**src/inc/scpr_map.svh**
```systemverilog
`ifndef SCPR_MAP_SVH
`define SCPR_MAP_SVH

// Operating kind field encodings.
`define SCPR_KIND_CLOCKED   2'h0
`define SCPR_KIND_ASYNC     2'h1
`define SCPR_KIND_TWOWIRE   2'h2

// Channel positions in the running flag vector.
`define SCPR_CH_U0C2        0
`define SCPR_CH_U0C3        1
`define SCPR_CH_U1C0        2
`define SCPR_CH_U1C1        3
`define SCPR_CH_U1C2        4
`define SCPR_CH_U1C3        5

// Pin positions; the three-pin channels use base, base+1, base+2.
`define SCPR_PIN_CLK        0
`define SCPR_PIN_DIN        1
`define SCPR_PIN_DOUT       2
`define SCPR_PINS_PER_CH    3
`define SCPR_PIN_U1C2_TX    6
`define SCPR_PIN_U1C3_RX    7

// Reset values of the registered state.
`define SCPR_RST_RUNNING    6'h00
`define SCPR_RST_PIN_OUT    8'hff
`define SCPR_RST_PIN_OE     8'h00
`define SCPR_RST_IS_PORT    8'hff
`define SCPR_RST_SER_IN     2'h3
`define SCPR_RST_RX_IN      3'h7
`define SCPR_RST_CONFLICT   2'h0

`endif

```
**src/inc/scpr_pkg.sv**
```systemverilog
`default_nettype none
`include "scpr_map.svh"

package scpr_pkg;

  typedef enum logic [1:0] {
    SCPR_CLOCKED = `SCPR_KIND_CLOCKED,
    SCPR_ASYNC   = `SCPR_KIND_ASYNC,
    SCPR_TWOWIRE = `SCPR_KIND_TWOWIRE
  } scpr_kind_t;

  typedef struct packed {
    logic [5:0] running;
    logic [7:0] pin_out;
    logic [7:0] pin_oe;
    logic [7:0] pin_is_port;
    logic [1:0] ser_clock_in;
    logic [1:0] ser_data_in;
    logic [2:0] uart_rx_in;
    logic [1:0] rx_conflict;
  } scpr_state_t;

endpackage

`default_nettype wire

```
**src/inc/scpr_chan_if.sv**
```systemverilog
`default_nettype none

// Settings of one three-pin channel and the pin roles derived from them.
interface scpr_chan_if;
  logic [1:0] kind;
  logic       running;
  logic       drive_en;
  logic       tx;
  logic       rx;
  logic       partner_rx;
  logic       clk_func;
  logic       dout_func;
  logic       din_drive;
  logic       din_ser;
  logic       conflict;

  modport route (
    input  kind, running, drive_en, tx, rx, partner_rx,
    output clk_func, dout_func, din_drive, din_ser, conflict
  );
  modport top (
    output kind, running, drive_en, tx, rx, partner_rx,
    input  clk_func, dout_func, din_drive, din_ser, conflict
  );
endinterface

`default_nettype wire

```
**src/hw/scpr_chan_route.sv**
```systemverilog
`default_nettype none

module scpr_chan_route
  import scpr_pkg::*;
(
  // Channel settings and derived pin roles.
  scpr_chan_if.route bus
);

  logic clocked;
  logic async_kind;
  logic twowire;

  // Pin roles of one clocked-serial/async/two-wire channel.
  always_comb
  begin
    clocked    = (bus.kind == SCPR_CLOCKED);
    async_kind = (bus.kind == SCPR_ASYNC);
    twowire    = (bus.kind == SCPR_TWOWIRE);
    // The two-wire clock level stays on the pin while stopped for start and stop.
    // Same path serves the stop condition.
    bus.clk_func  = (bus.running & clocked) | twowire;
    // Serial level reaches the pin only with output enable.
    bus.dout_func = bus.running & bus.drive_en & bus.tx & (clocked | async_kind);
    // Data line is driven while running with enable, or by hand while stopped.
    bus.din_drive = twowire & (bus.drive_en | ~bus.running);
    bus.din_ser   = bus.running & ((clocked & bus.rx) | twowire);
    // Clocked or two-wire use of the pin clashes with the paired receiver.
    bus.conflict  = bus.partner_rx & bus.running & (clocked | twowire);
  end

endmodule

`default_nettype wire

```
**src/hw/scpr_pin_route.sv**
```systemverilog
// Behaviour
// - Running flags change only by start/stop triggers.
// - Stopped or unused pins act as ports, except the two-wire clock and data pins.
// - Running channel levels follow communication activity.
// - Unit 0 channel 3 receive takes shared pin unless a clocked or two-wire owner clashes.
`default_nettype none

module scpr_pin_route
  import scpr_pkg::*;
#(
  parameter int FULL_CHANS = 2
)
(
  // Clock, reset and clock enable.
  input  wire logic             clk,
  input  wire logic             reset,
  input  wire logic             ce,
  // Run control, one bit per channel.
  input  wire logic [5:0]       start_trigger_reg,
  input  wire logic [5:0]       stop_trigger_reg,
  output logic      [5:0]       channel_running_flag,
  // Channel settings.
  input  wire logic [5:0][1:0]  operating_kind_field,
  input  wire logic [5:0]       transmit_allow,
  input  wire logic [5:0]       receive_allow,
  input  wire logic [2:0]       out_drive_enable,
  input  wire logic [2:0]       serial_out_level,
  input  wire logic [1:0]       clock_out_level,
  // Port direction and latch bits, one per pin.
  input  wire logic [7:0]       pin_direction_bit,
  input  wire logic [7:0]       port_latch_bit,
  // Pins.
  input  wire logic [7:0]       pin_in,
  output logic      [7:0]       pin_out,
  output logic      [7:0]       pin_oe,
  // Routed inputs to the shifters and status.
  output logic      [1:0]       ser_clock_in,
  output logic      [1:0]       ser_data_in,
  output logic      [2:0]       uart_rx_in,
  output logic      [7:0]       pin_is_port,
  output logic      [1:0]       rx_conflict
);

  if (FULL_CHANS != 2)
  begin : g_bad_count
    $error("scpr_pin_route serves exactly two three-pin channels");
  end

  // Port latch gates the function level, so a one in the latch lets it through.
  function automatic logic pin_level(input logic latch, input logic func, input logic lvl);
    pin_level = latch & (func ? lvl : 1'b1);
  endfunction

  function automatic logic rx_only(input logic [1:0] kind, input logic tx, input logic rx);
    rx_only = (kind == SCPR_ASYNC) & rx & ~tx;
  endfunction

  scpr_state_t state_reg;
  scpr_state_t state_next;
  logic [1:0]  clk_func;
  logic [1:0]  dout_func;
  logic [1:0]  din_drive;
  logic [1:0]  din_ser;
  logic [1:0]  conflict;
  logic [1:0]  partner_rx;

  // One router per three-pin channel; its paired receiver sits one index above.
  for (genvar i = 0; i < FULL_CHANS; i++)
  begin : g_chan
    localparam int CI = 2 * i;
    scpr_chan_if ch_if ();
    // Paired receiver active means the shared pin serves receive data.
    assign partner_rx[i] = state_reg.running[CI+1]
                           & rx_only(operating_kind_field[CI+1], transmit_allow[CI+1],
                                     receive_allow[CI+1]);
    assign ch_if.kind       = operating_kind_field[CI];
    assign ch_if.running    = state_reg.running[CI];
    assign ch_if.drive_en   = out_drive_enable[i];
    assign ch_if.tx         = transmit_allow[CI];
    assign ch_if.rx         = receive_allow[CI];
    assign ch_if.partner_rx = partner_rx[i];
    assign clk_func[i]      = ch_if.clk_func;
    assign dout_func[i]     = ch_if.dout_func;
    assign din_drive[i]     = ch_if.din_drive;
    assign din_ser[i]       = ch_if.din_ser;
    assign conflict[i]      = ch_if.conflict;
    scpr_chan_route u_route (
      .bus (ch_if.route)
    );
  end

  // Next state of flags, pins and routed inputs.
  always_comb
  begin
    int   b;
    logic tx_func;
    logic rx3_act;
    b          = 0;
    tx_func    = 1'b0;
    rx3_act    = 1'b0;
    state_next = state_reg;
    // Only the trigger pulses move the running flags; stop wins a tie.
    for (int c = 0; c < 6; c++)
    begin
      if (stop_trigger_reg[c])
        state_next.running[c] = 1'b0;
      else if (start_trigger_reg[c])
        state_next.running[c] = 1'b1;
    end
    // Output enable follows the direction bit, so ports keep working.
    state_next.pin_oe = ~pin_direction_bit;
    for (int i = 0; i < 2; i++)
    begin
      b = i * `SCPR_PINS_PER_CH;
      // Clock and data levels come from the live shifter bits, gated by the port latch.
      state_next.pin_out[b + `SCPR_PIN_CLK] =
        pin_level(port_latch_bit[b + `SCPR_PIN_CLK], clk_func[i], clock_out_level[i]);
      state_next.pin_out[b + `SCPR_PIN_DIN] =
        pin_level(port_latch_bit[b + `SCPR_PIN_DIN], din_drive[i], serial_out_level[i]);
      state_next.pin_out[b + `SCPR_PIN_DOUT] =
        pin_level(port_latch_bit[b + `SCPR_PIN_DOUT], dout_func[i], serial_out_level[i]);
      // A pin no function claims is a general port.
      state_next.pin_is_port[b + `SCPR_PIN_CLK]  = ~clk_func[i];
      state_next.pin_is_port[b + `SCPR_PIN_DIN]  = ~(din_drive[i] | din_ser[i] | partner_rx[i]);
      state_next.pin_is_port[b + `SCPR_PIN_DOUT] = ~dout_func[i];
      state_next.ser_clock_in[i] = pin_in[b + `SCPR_PIN_CLK];
      // Idle-high inputs keep a shifter quiet when its pin is elsewhere.
      state_next.ser_data_in[i] = din_ser[i] ? pin_in[b + `SCPR_PIN_DIN] : 1'b1;
      // Receive data taken only while the paired channel runs async with receive allowed and transmit not allowed.
      // A clocked or two-wire owner blocks the receiver.
      state_next.uart_rx_in[i] = (partner_rx[i] & ~conflict[i]) ? pin_in[b + `SCPR_PIN_DIN]
                                                                 : 1'b1;
      state_next.rx_conflict[i] = conflict[i];
    end
    // The last pair offers only async transmit and receive.
    tx_func = state_reg.running[`SCPR_CH_U1C2] & out_drive_enable[2]
              & (operating_kind_field[`SCPR_CH_U1C2] == SCPR_ASYNC)
              & transmit_allow[`SCPR_CH_U1C2];
    rx3_act = state_reg.running[`SCPR_CH_U1C3]
              & rx_only(operating_kind_field[`SCPR_CH_U1C3], transmit_allow[`SCPR_CH_U1C3],
                        receive_allow[`SCPR_CH_U1C3]);
    // The transmit pin carries the serial level only with output enable.
    state_next.pin_out[`SCPR_PIN_U1C2_TX] =
      pin_level(port_latch_bit[`SCPR_PIN_U1C2_TX], tx_func, serial_out_level[2]);
    state_next.pin_out[`SCPR_PIN_U1C3_RX] = port_latch_bit[`SCPR_PIN_U1C3_RX];
    state_next.pin_is_port[`SCPR_PIN_U1C2_TX] = ~tx_func;
    state_next.pin_is_port[`SCPR_PIN_U1C3_RX] = ~rx3_act;
    state_next.uart_rx_in[2] = rx3_act ? pin_in[`SCPR_PIN_U1C3_RX] : 1'b1;
  end

  // State register; the clock enable freezes everything.
  always_ff @(posedge clk or posedge reset)
  begin
    if (reset)
    begin
      state_reg.running      <= `SCPR_RST_RUNNING;
      state_reg.pin_out      <= `SCPR_RST_PIN_OUT;
      state_reg.pin_oe       <= `SCPR_RST_PIN_OE;
      state_reg.pin_is_port  <= `SCPR_RST_IS_PORT;
      state_reg.ser_clock_in <= `SCPR_RST_SER_IN;
      state_reg.ser_data_in  <= `SCPR_RST_SER_IN;
      state_reg.uart_rx_in   <= `SCPR_RST_RX_IN;
      state_reg.rx_conflict  <= `SCPR_RST_CONFLICT;
    end
    else if (ce)
      state_reg <= state_next;
  end

  // Outputs all come from the state register.
  assign channel_running_flag = state_reg.running;
  assign pin_out              = state_reg.pin_out;
  assign pin_oe               = state_reg.pin_oe;
  assign pin_is_port          = state_reg.pin_is_port;
  assign ser_clock_in         = state_reg.ser_clock_in;
  assign ser_data_in          = state_reg.ser_data_in;
  assign uart_rx_in           = state_reg.uart_rx_in;
  assign rx_conflict          = state_reg.rx_conflict;
endmodule

`default_nettype wire

```
**config.mk**
```make
export PLATFORM = sky130hd
export DESIGN_NAME = scpr_pin_route
export DESIGN_NICKNAME = d
export VERILOG_FILES = /design/src/inc/scpr_pkg.sv /design/src/inc/scpr_chan_if.sv /design/src/hw/scpr_chan_route.sv /design/src/hw/scpr_pin_route.sv
export VERILOG_INCLUDE_DIRS = /design/src /design/src/inc
export SDC_FILE = /design/constraint.sdc
export NUM_CORES = 1
export LEC_CHECK = 0
export BUFFER_PORTS_ARGS = -buffer_cell sky130_fd_sc_hd__clkbuf_2
export CORE_AREA = 2 2 71 73
export CTS_BUF_LIST = sky130_fd_sc_hd__clkbuf_16
export CTS_CLUSTER_SIZE = 16
export DETAILED_ROUTE_END_ITERATION = 10
export DIE_AREA = 0 0 73 75
export PLACE_DENSITY = 0.79
export SYNTH_ARGS = -nofsm -noshare
export SYNTH_HDL_FRONTEND = slang
export SYNTH_SLANG_ARGS = --single-unit
```
**constraint.sdc**
```tcl
create_clock -name clk -period 1.1 [get_ports clk]
set_input_delay 0.22 -clock clk [delete_from_list [all_inputs] [get_ports clk]]
set_output_delay 0.22 -clock clk [all_outputs]
set_load 0.01 [all_outputs]
```
==> results of run 1 <==
## path summary, 6_finish.rpt
check	from	to	slack [ns]	cells past startpoint
worst max-delay path	pin_is_port[5]	pin_is_port[5]	-0.05	1
worst min-delay path	stop_trigger_reg[0]	channel_running_flag[0]	0.11	2
worst max register to register	channel_running_flag[2]	pin_out[5]	0.02	4
worst min register to register	pin_out[1]	pin_out[1]	0.46	2
max in group asynchronous	reset	pin_out[3]	0.32	4
min in group asynchronous	reset	pin_oe[0]	0.53	4
## metal layers
layer | up-vias | global-route usage | share of wire
met5 | - | 0 | 0
met4 | 0 | 0.0556 | 0.015
met3 | 7 | 0.0388 | 0.058
met2 | 65 | 0.250 | 0.53
met1 | 746 | 0.177 | 0.40
li1 | 781 | - | -
## power groups by stage
stage,clock network [uW],registers (uW),logic (uW)
3_5_place_dp,0,1690,584
6_report,1330,1690,690
4_1_cts,1370,1670,607
2_1_floorplan,0,1740,246
3_3_place_gp,0,1690,569
5_1_grt,1420,1700,761
## metrics by stage
stage	cell area (sq um)	hold slack (ns)
3_3_place_gp	2310	0.266
5_1_grt	2660	0.105
3_5_place_dp	2310	0.281
6_report	2660	0.107
2_1_floorplan	1740	0.309
4_1_cts	2490	0.107
## final cells by class
cell class	count	area (sq um)
fillers	405	2000
clock buffers	5	125
clock inverters	3	11.3
inverters	13	48.8
repair buffers	115	798
multi-input cells	101	602
well taps	54	67.6
flip-flops and latches	39	1010
## cell families (layout without fill, tap and decap cells)
kind of cell | count (synthesis) | count (layout)
compound gates | 42 | 42
buf+inv | 23 | 136
flops | 39 | 39
mux | 8 | 8
simple gates | 51 | 51
## flip-flops by register name (all words and copies together), names as in the netlist
name	flops
rx_conflict	2
pin_is_port	8
pin_out	8
ser_clock_in	2
pin_oe	8
ser_data_in	2
uart_rx_in	3
channel_running_flag	6
## cells in the final DEF, fill, tap and decap left out, drive strengths merged
cell and n:
dfstp 23, nand4b 3, clkinv 2, nand2b 4
clkbuf 86, and4b 2, inv 14, mux2i 5
nand3 2, a21oi 22, o22ai 2, a31o 4
nand3b 2, nor2 28, nor2b 8, nor4bb 1
a31oi 6, dlygate4sd3 1, o21ai 4, o311ai 4
dfrtp 16, nand2 1, buf 33, mux2 3
## what timing repair did
item / CTS / global route
resized for setup: 0 / 53
hold endpoints to repair: 16 / 0
hold buffers: 1 / 0
setup buffers: 4 / 1
setup endpoints to repair: 24 / 29
pin swaps: 0 / 2
==> impl_metrics.toml, run 1 <==
[clock_tree]
htree_levels = 2
cts_root_buf = "clkbuf_16"
clock_sinks = 39
cts.path.max_buffers = 2
path_clk_slew_ns = 0.05
clock_latency_ns = 0.27
cts_tree = "yes"
numCtsBuffers = 5

[drt]
drt_iter0_drc = 54
vias_per_cell = 4.85
firstDrtPassIters = 4
routed_wl_um = 4240
drc = 0
wl_per_cell_um = 12.9
route.antenna.remaining_nets = 0
vias = 1599

[floorplan]
initial_core_util = 0.372
coreArea_sq_mm = 0.00466
die_area_sq_mm = 0.00548
num_rows = 25
ioPinCount = 110
die_y_um = 75
die_w_um = 73

[logic_synthesis]
synth_top_area_frac = 0.348
synth.area.top_cells = "dfstp_2 35%, dfrtp_1 23%, a21oi_1 6.3%, nor2_1 6.1%, mux2i_1 2.9%"
syn_avg_cell_area_sq_um = 10.6
synth.area.mux_share = 0.0483
synthSimpleGateAreaFrac = 0.153
ys_ff_latch = 39
synth_most_common_cell = "nor2_1"
synth_compound_gate_area_share = 0.144
ys_warn_count = 0
synthArstFlopShare = 1.00
syn_nets = 234
synth_area_sq_mm = 0.00174
yosys.area.top_type = "dfstp_2"
synth-xor-area-share = 0
ys_types = 25
synth_ff_type = "dfstp_2"
synthAdderAreaFrac = 0
synth_edf_count = 0
synthCells = 163
ys_seq_area_frac = 0.579
synthTopCellsByCount = "28 x nor2_1, 23 x dfstp_2, 22 x a21oi_1"
synth_top_family_by_area = "simple AND/OR/NAND/NOR gates"

[grt]
grt_pass1_wl_um = 6270
grt_pass1_vias = 1472
grt_max_degree = 42
grt_overflow = 0
grtUsageTotal = 0.146
antenna_found_initial = 0

[sta]
max_freq_mhz = 871
min_period_ns = 1.15
slew_viol_final = 0
setup_viol = 24
fin_skew_ns = 0.00208
tns_ns = -0.663
tightest_slew_ns = 0.335
fin_ws_ns = -0.0478
hold_viol = 0
rsz0062_at_grt = "yes"
period_share = 1.04
max_slew_margin = 0.774

[worst_setup_path]
path_buf_inv = 1
cp-start-kind = "register"
arrival_ns = 0.93
worstSetupPathType = "register to output pin"
critical_path.max_stage_delay_ns = 0.55
critPathMaxFanout = 2
cpLargestDelayFamily = "flip-flops"
critPathSlowestCell = "dfstp_2"
path_cells = "buf_6"
worstSetupEndpointType = "output pin"
cp.required_ns = 0.88

[place]
io_buffer_count = 105
place_inst = 316
place_congestion = 0.747
dp_hpwl_um = 3090
dp_slack_ns = 0.0530

[power_and_ir_drop]
p_sw_frac = 0.244
clockPowerShare = 0.359
p_int_uw = 2800
switching_power_uw = 906
power_density_mw_per_mm2 = 1390
peakVddDrop_mv = 0.673
p_seq_frac = 0.455
power.total_uw = 3710
p_leak_uw = 0.00132
pwr-share-comb = 0.186

[final_layout]
synthToLayoutAreaGrowth_pct = 53.2
fin_nets = 346
drive_gt1_frac = 0.540
layout.cells.non_filler = 330
diodes = 0
fin_util = 0.570

[outcome]
run_status = "finished with violations"
violations = "setup timing"

[min_path]
worstHoldPathType = "input pin to register"

[run]
drv_cap = 0
Note: power is estimated with default switching activity, not from simulation.
==> run 2: changes to the inputs <==
--- a/config.mk
+++ b/config.mk
@@ -7,12 +7,13 @@
 export NUM_CORES = 1
 export LEC_CHECK = 0
 export BUFFER_PORTS_ARGS = -buffer_cell sky130_fd_sc_hd__clkbuf_2
-export CORE_AREA = 2 2 71 73
+export CORE_AREA = 2 2 72 74
 export CTS_BUF_LIST = sky130_fd_sc_hd__clkbuf_16
 export CTS_CLUSTER_SIZE = 16
 export DETAILED_ROUTE_END_ITERATION = 10
-export DIE_AREA = 0 0 73 75
+export DIE_AREA = 0 0 74 76
 export PLACE_DENSITY = 0.79
 export SYNTH_ARGS = -nofsm -noshare
 export SYNTH_HDL_FRONTEND = slang
+export SYNTH_HIERARCHICAL = 1
 export SYNTH_SLANG_ARGS = --single-unit
==> run 2 against run 1 <==
The flow still finishes with violations (setup timing). First-iteration DRC count fell by 37%. Combinational power rose by 17%. Worst hold slack improved by 0.0052 ns. Wire length fell by 1.4%. Flip-flop and latch count did not move. Cell count rose by 7.0%. Area after synthesis rose by 4.5%. Global-route usage rose by 0.45 points. Register-to-register slack got worse by 0.05 ns. Clock skew rose by 0.0022 ns. Sequential share of layout area fell by 3.1 points. Critical path type unchanged. Largest cell class unchanged.
==> impl_metrics.toml, run 2 <==
[logic_synthesis]
synth.area.top_cells = "dfstp_2 33%, dfrtp_1 22%, mux2_4 6.6%, inv_1 4.6%, a21oi_1 4.1%"
synthArstFlopShare = 1.00
synth_top_area_frac = 0.333
ys_ff_latch = 39
synthCells = 158
ys_types = 28
synth_ff_type = "dfstp_2"
synth_area_sq_mm = 0.00181
syn_nets = 229
syn_avg_cell_area_sq_um = 11.5
synth_edf_count = 0
synth_most_common_cell = "dfstp_2"
synthTopCellsByCount = "23 x dfstp_2, 22 x inv_1, 17 x nor2_1"
ys_seq_area_frac = 0.554
yosys.area.top_type = "dfstp_2"
ys_warn_count = 6

[grt]
grt_pass1_wl_um = 6710
grt_overflow = 0
antenna_found_initial = 0
grt_max_degree = 40
grt_pass1_vias = 1565
grtUsageTotal = 0.151

[floorplan]
die_area_sq_mm = 0.00562
coreArea_sq_mm = 0.00491
num_rows = 26
die_w_um = 74
ioPinCount = 110
die_y_um = 76
initial_core_util = 0.369

[worst_setup_path]
crit_path_frequent_cell = "buf_6"
cp.required_ns = 0.88
path_cells = "buf_6 > buf_6"
arrival_ns = 0.94
critical_path.max_stage_delay_ns = 0.42
cp-start-kind = "register"
critPathMaxFanout = 4
worstSetupPathType = "register to output pin"
worstSetupEndpointType = "output pin"
critPathSlowestCell = "dfrtp_1"
worst_setup_path_startpoint = "channel_running_flag[2]"
worstReg2RegStart = "channel_running_flag[0]"

[sta]
setup_viol = 34
max_freq_mhz = 862
period_share = 1.05
hold_viol = 0
fin_skew_ns = 0.00432
rsz0062_at_grt = "yes"
fin_ws_ns = -0.0602
slew_viol_final = 0
min_period_ns = 1.16
whs_ns = 0.113
max_slew_margin = 0.836
tightest_slew_ns = 0.246

[final_layout]
diodes = 0
fin_util = 0.589
fin_nets = 353
synthToLayoutAreaGrowth_pct = 59.4
fin_area_sq_mm = 0.00289
fillers = 419
layout_commonest_cell = "clkbuf_2"
top_regs = "pin_is_port (8), pin_oe (8), pin_out (8)"
layout_common_cells = "78 x clkbuf_2, 32 x buf_6, 23 x dfstp_2"
drive_gt1_frac = 0.618

[drt]
route.antenna.remaining_nets = 0
drt_iter0_drc = 34
drc = 0
routed_wl_um = 4180
vias_per_cell = 4.49
wl_per_cell_um = 11.8
firstDrtPassIters = 6
vias = 1586

[clock_tree]
cts.path.max_buffers = 2
clock_latency_ns = 0.27
numCtsBuffers = 5
clock_sinks = 39
cts_root_buf = "clkbuf_16"
path_clk_slew_ns = 0.06
cts_tree = "yes"
htree_levels = 2

[power_and_ir_drop]
power_density_mw_per_mm2 = 1320
p_leak_uw = 0.00146
power.total_uw = 3820
peakVddDrop_mv = 0.785

[place]
dp_hpwl_um = 3060
place_congestion = 0.751
post_dp_cell_area_sq_mm = 0.00251
io_buffer_count = 105
dp_slack_ns = -0.0752

[run]
drv_cap = 0

[outcome]
run_status = "finished with violations"
violations = "setup timing"

[min_path]
worstHoldPathType = "input pin to register"
hp-start = "stop_trigger_reg[2]"
[run 2: final timing paths]
check | endpoint | cells past startpoint | slack [ns]
hold reg to reg | pin_out[3] | 2 | 0.47
min in group asynchronous | pin_oe[4] | 4 | 0.55
hold / removal | channel_running_flag[2] | 2 | 0.11
max in group asynchronous | ser_clock_in[0] | 4 | 0.29
setup reg to reg | pin_out[1] | 5 | -0.03
setup / recovery | channel_running_flag[2] | 2 | -0.06
[run 2: logic make-up after synthesis]
family                 count (synthesis)  synth area share
buffers and inverters                 29            0.0828
flip-flops                            39             0.554
multiplexers                          16             0.111
AND/OR/NAND/NOR                       39             0.137
AO/OA/AOI/OAI                         35             0.115
[run 2: area by class of cell]
class	instances	area (sq um)	area share
clock buffers	5	125	0.0433
multi-input cells	90	686	0.237
flip-flops and latches	39	1000	0.347
clock inverters	3	11.3	0.00389
well taps	70	87.6	0.0303
repair buffers	124	896	0.310
inverters	22	82.6	0.0285
[run 2: per-layer routing]
metal	vias up	track usage	routed length (um)
li1	783	-	-
met1	748	0.167	1710
met2	53	0.270	2210
met3	2	0.0489	242
met4	0	0.0418	17
met5	-	0	0
[run 2: stage by stage]
step,std cells,TNS [ns]
floorplan,158,-0.154
global placement,339,-0.0446
detailed placement,339,-0.196
CTS,351,-1.56
global route,353,-2.62
finish,353,-0.813
[run 2: what timing repair did]
action | 4_1_cts | 5_1_grt
pin swaps | 3 | 4
hold buffers | 1 | 0
hold endpoints to repair | 16 | 0
resized for setup | 8 | 60
endpoints found under the setup margin | 34 | 40
buffers inserted | 3 | 2
[run 2: critical path, delay by kind of cell, from the launching register on]
family	cells	cell delay, ns
buffers and inverters	2	0.25
DFF	1	0.42
[run 2: report_power, final]
part	internal, uW	switching [uW]
Sequential	1610	87.3
Clock	814	503
Combinational	477	328
==> run 3: changes to the inputs <==
--- a/config.mk
+++ b/config.mk
@@ -17,3 +17,4 @@
 export SYNTH_HDL_FRONTEND = slang
 export SYNTH_HIERARCHICAL = 1
 export SYNTH_SLANG_ARGS = --single-unit
+export TNS_END_PERCENT = 30
==> run 3 against run 2 <==
The run still ends with setup timing left. Largest power group unchanged. First-iteration DRC count down 15%. Global-route usage is 0.57 points higher. Highest routed layer unchanged. Die area is the same. Register-to-register slack worse by 0.03 ns. Worst hold slack lost 0.0014 ns. Critical path depth is 3 higher. Setup slack better by 0.0024 ns. Cell area shrank 0.43%. Total power rose by 6.5%. Fmax rose by 0.21%. Clock-buffer cell count unchanged. Largest cell class unchanged. Critical path type is now register to register. Sequential power is essentially flat.
==> impl_metrics.toml, run 3 (synthesis gave the netlist of run 2 again) <==
[outcome]
run_status = "finished with violations"
violations = "setup timing"

[floorplan]
num_rows = 26
die_y_um = 76
ioPinCount = 110
die_w_um = 74
die_area_sq_mm = 0.00562
coreArea_sq_mm = 0.00491
initial_core_util = 0.369

[power_and_ir_drop]
peakVddDrop_mv = 0.754
power_density_mw_per_mm2 = 1410
power.total_uw = 4070
p_leak_uw = 0.00145

[drt]
firstDrtPassIters = 4
drt_iter0_drc = 29
vias_per_cell = 4.57
routed_wl_um = 4340
wl_per_cell_um = 12.3
drc = 0
route.antenna.remaining_nets = 0
vias = 1612

[grt]
grt-busiest-layer = "met2"
grt_use_met1 = 0.182
grt_overflow = 0
met3_usage = 0.0370
antenna_found_initial = 0
grt_max_degree = 28
grt_pass1_vias = 1569
grtUsageTotal = 0.157
grt_use_met2 = 0.271
grt_pass1_wl_um = 6910

[place]
place_congestion = 0.774
io_buffer_count = 105
post_dp_cell_area_sq_mm = 0.00252
dp_hpwl_um = 3310

[worst_setup_path]
cp-start-kind = "register"
worstSetupPathType = "register to register"
critical_path.max_stage_delay_ns = 0.34
path_buf_inv = 0
critPathSlowestCell = "dfrtp_1"
arrival_ns = 1.35
cpLargestDelayFamily = "simple AND/OR/NAND/NOR gates"
critPathMaxFanout = 2
path_cells = "nand3b_1 > nor3b_2 > and3b_2 > nor2_1 > a31oi_1"
cp.required_ns = 1.30
worstSetupEndpointType = "register"

[clock_tree]
clock_latency_ns = 0.28
path_clk_slew_ns = 0.06
cts_tree = "yes"
numCtsBuffers = 5
cts_root_buf = "clkbuf_16"
cts.path.max_buffers = 2
clock_sinks = 39
htree_levels = 2

[final_layout]
register_area_sq_mm = 0.00100
fin_nets = 353
synthToLayoutAreaGrowth_pct = 58.8
layout_common_cells = "82 x clkbuf_2, 25 x buf_6, 23 x dfstp_2"
fillers = 401
fin_area_sq_mm = 0.00288
layout_commonest_cell = "clkbuf_2"
diodes = 0
top_regs = "pin_is_port (8), pin_oe (8), pin_out (8)"
multi_input_area_sq_um = 682
drive_gt1_frac = 0.636

[min_path]
worstHoldPathType = "input pin to register"

[sta]
tightest_slew_ns = 0.301
fin_ws_ns = -0.0577
hold_viol = 0
setup_viol = 35
period_share = 1.05
fin_skew_ns = 0.00307
min_period_ns = 1.16
max_slew_margin = 0.799
rsz0062_at_grt = "yes"
max_freq_mhz = 864
whs_ns = 0.111
slew_viol_final = 0

[run]
drv_cap = 0
==> run 3: cell types whose count changed in the layout (fill, tap and decap cells not counted), moves of 2 or more <==
cell,before,now
clkbuf_2,78,82
buf_6,32,25
inv_2,1,3
inv_1,22,19
nor2_1,16,14
nor2_2,1,3
buf_4,10,13
==> run 3: path summary, 6_finish.rpt <==
| kind | from | end | slack, ns | cells past startpoint |
|---|---|---|---|---|
| setup / recovery | channel_running_flag[1] | uart_rx_in[0] | -0.06 | 5 |
| min in group asynchronous | reset | channel_running_flag[3] | 0.51 | 4 |
| max in group asynchronous | reset | uart_rx_in[0] | 0.29 | 4 |
| hold reg to reg | pin_out[4] | pin_out[4] | 0.46 | 2 |
| hold / removal | stop_trigger_reg[4] | channel_running_flag[4] | 0.11 | 2 |
| setup reg to reg | channel_running_flag[1] | uart_rx_in[0] | -0.06 | 5 |
==> run 3: metrics by stage <==
step,util,cells,setup WS [ns],TNS [ns]
finish,0.586,353,-0.0577,-1.08
global route,0.586,353,-0.121,-2.48
CTS,0.552,353,-0.0711,-1.70
detailed placement,0.512,342,-0.121,-0.303
global placement,0.512,342,-0.0263,-0.0482
floorplan,-,158,-0.0368,-0.182
==> run 3: power breakdown <==
group	total (uW)	internal [uW]	switching [uW]
clock network	1600	1060	540
registers	1690	1610	82.6
logic	781	452	328
total	4070	3110	951
==> run 3: layout make-up <==
class                           count  area share
Tap cell                           70      0.0304
Clock inverter                      3      0.0135
Sequential cell                    39       0.349
Clock buffer                        5      0.0434
Inverter                           22      0.0287
Timing Repair Buffer              124       0.298
Multi-Input combinational cell     90       0.237
==> run 3: layer usage <==
layer | vias to the layer above | wire (um) | part of all wire
met2 | 63 | 2260 | 0.52
li1 | 781 | - | -
met1 | 763 | 1760 | 0.40
met5 | - | 0 | 0
met4 | 0 | 63 | 0.015
met3 | 5 | 265 | 0.061
==> run 3: timing repair <==
item | CTS | global route
endpoints found under the setup margin | 34 | 42
pin swaps | 2 | 8
gates resized for setup | 3 | 61
hold buffers | 1 | 0
endpoints found under the hold margin | 16 | 0
setup buffers | 2 | 0
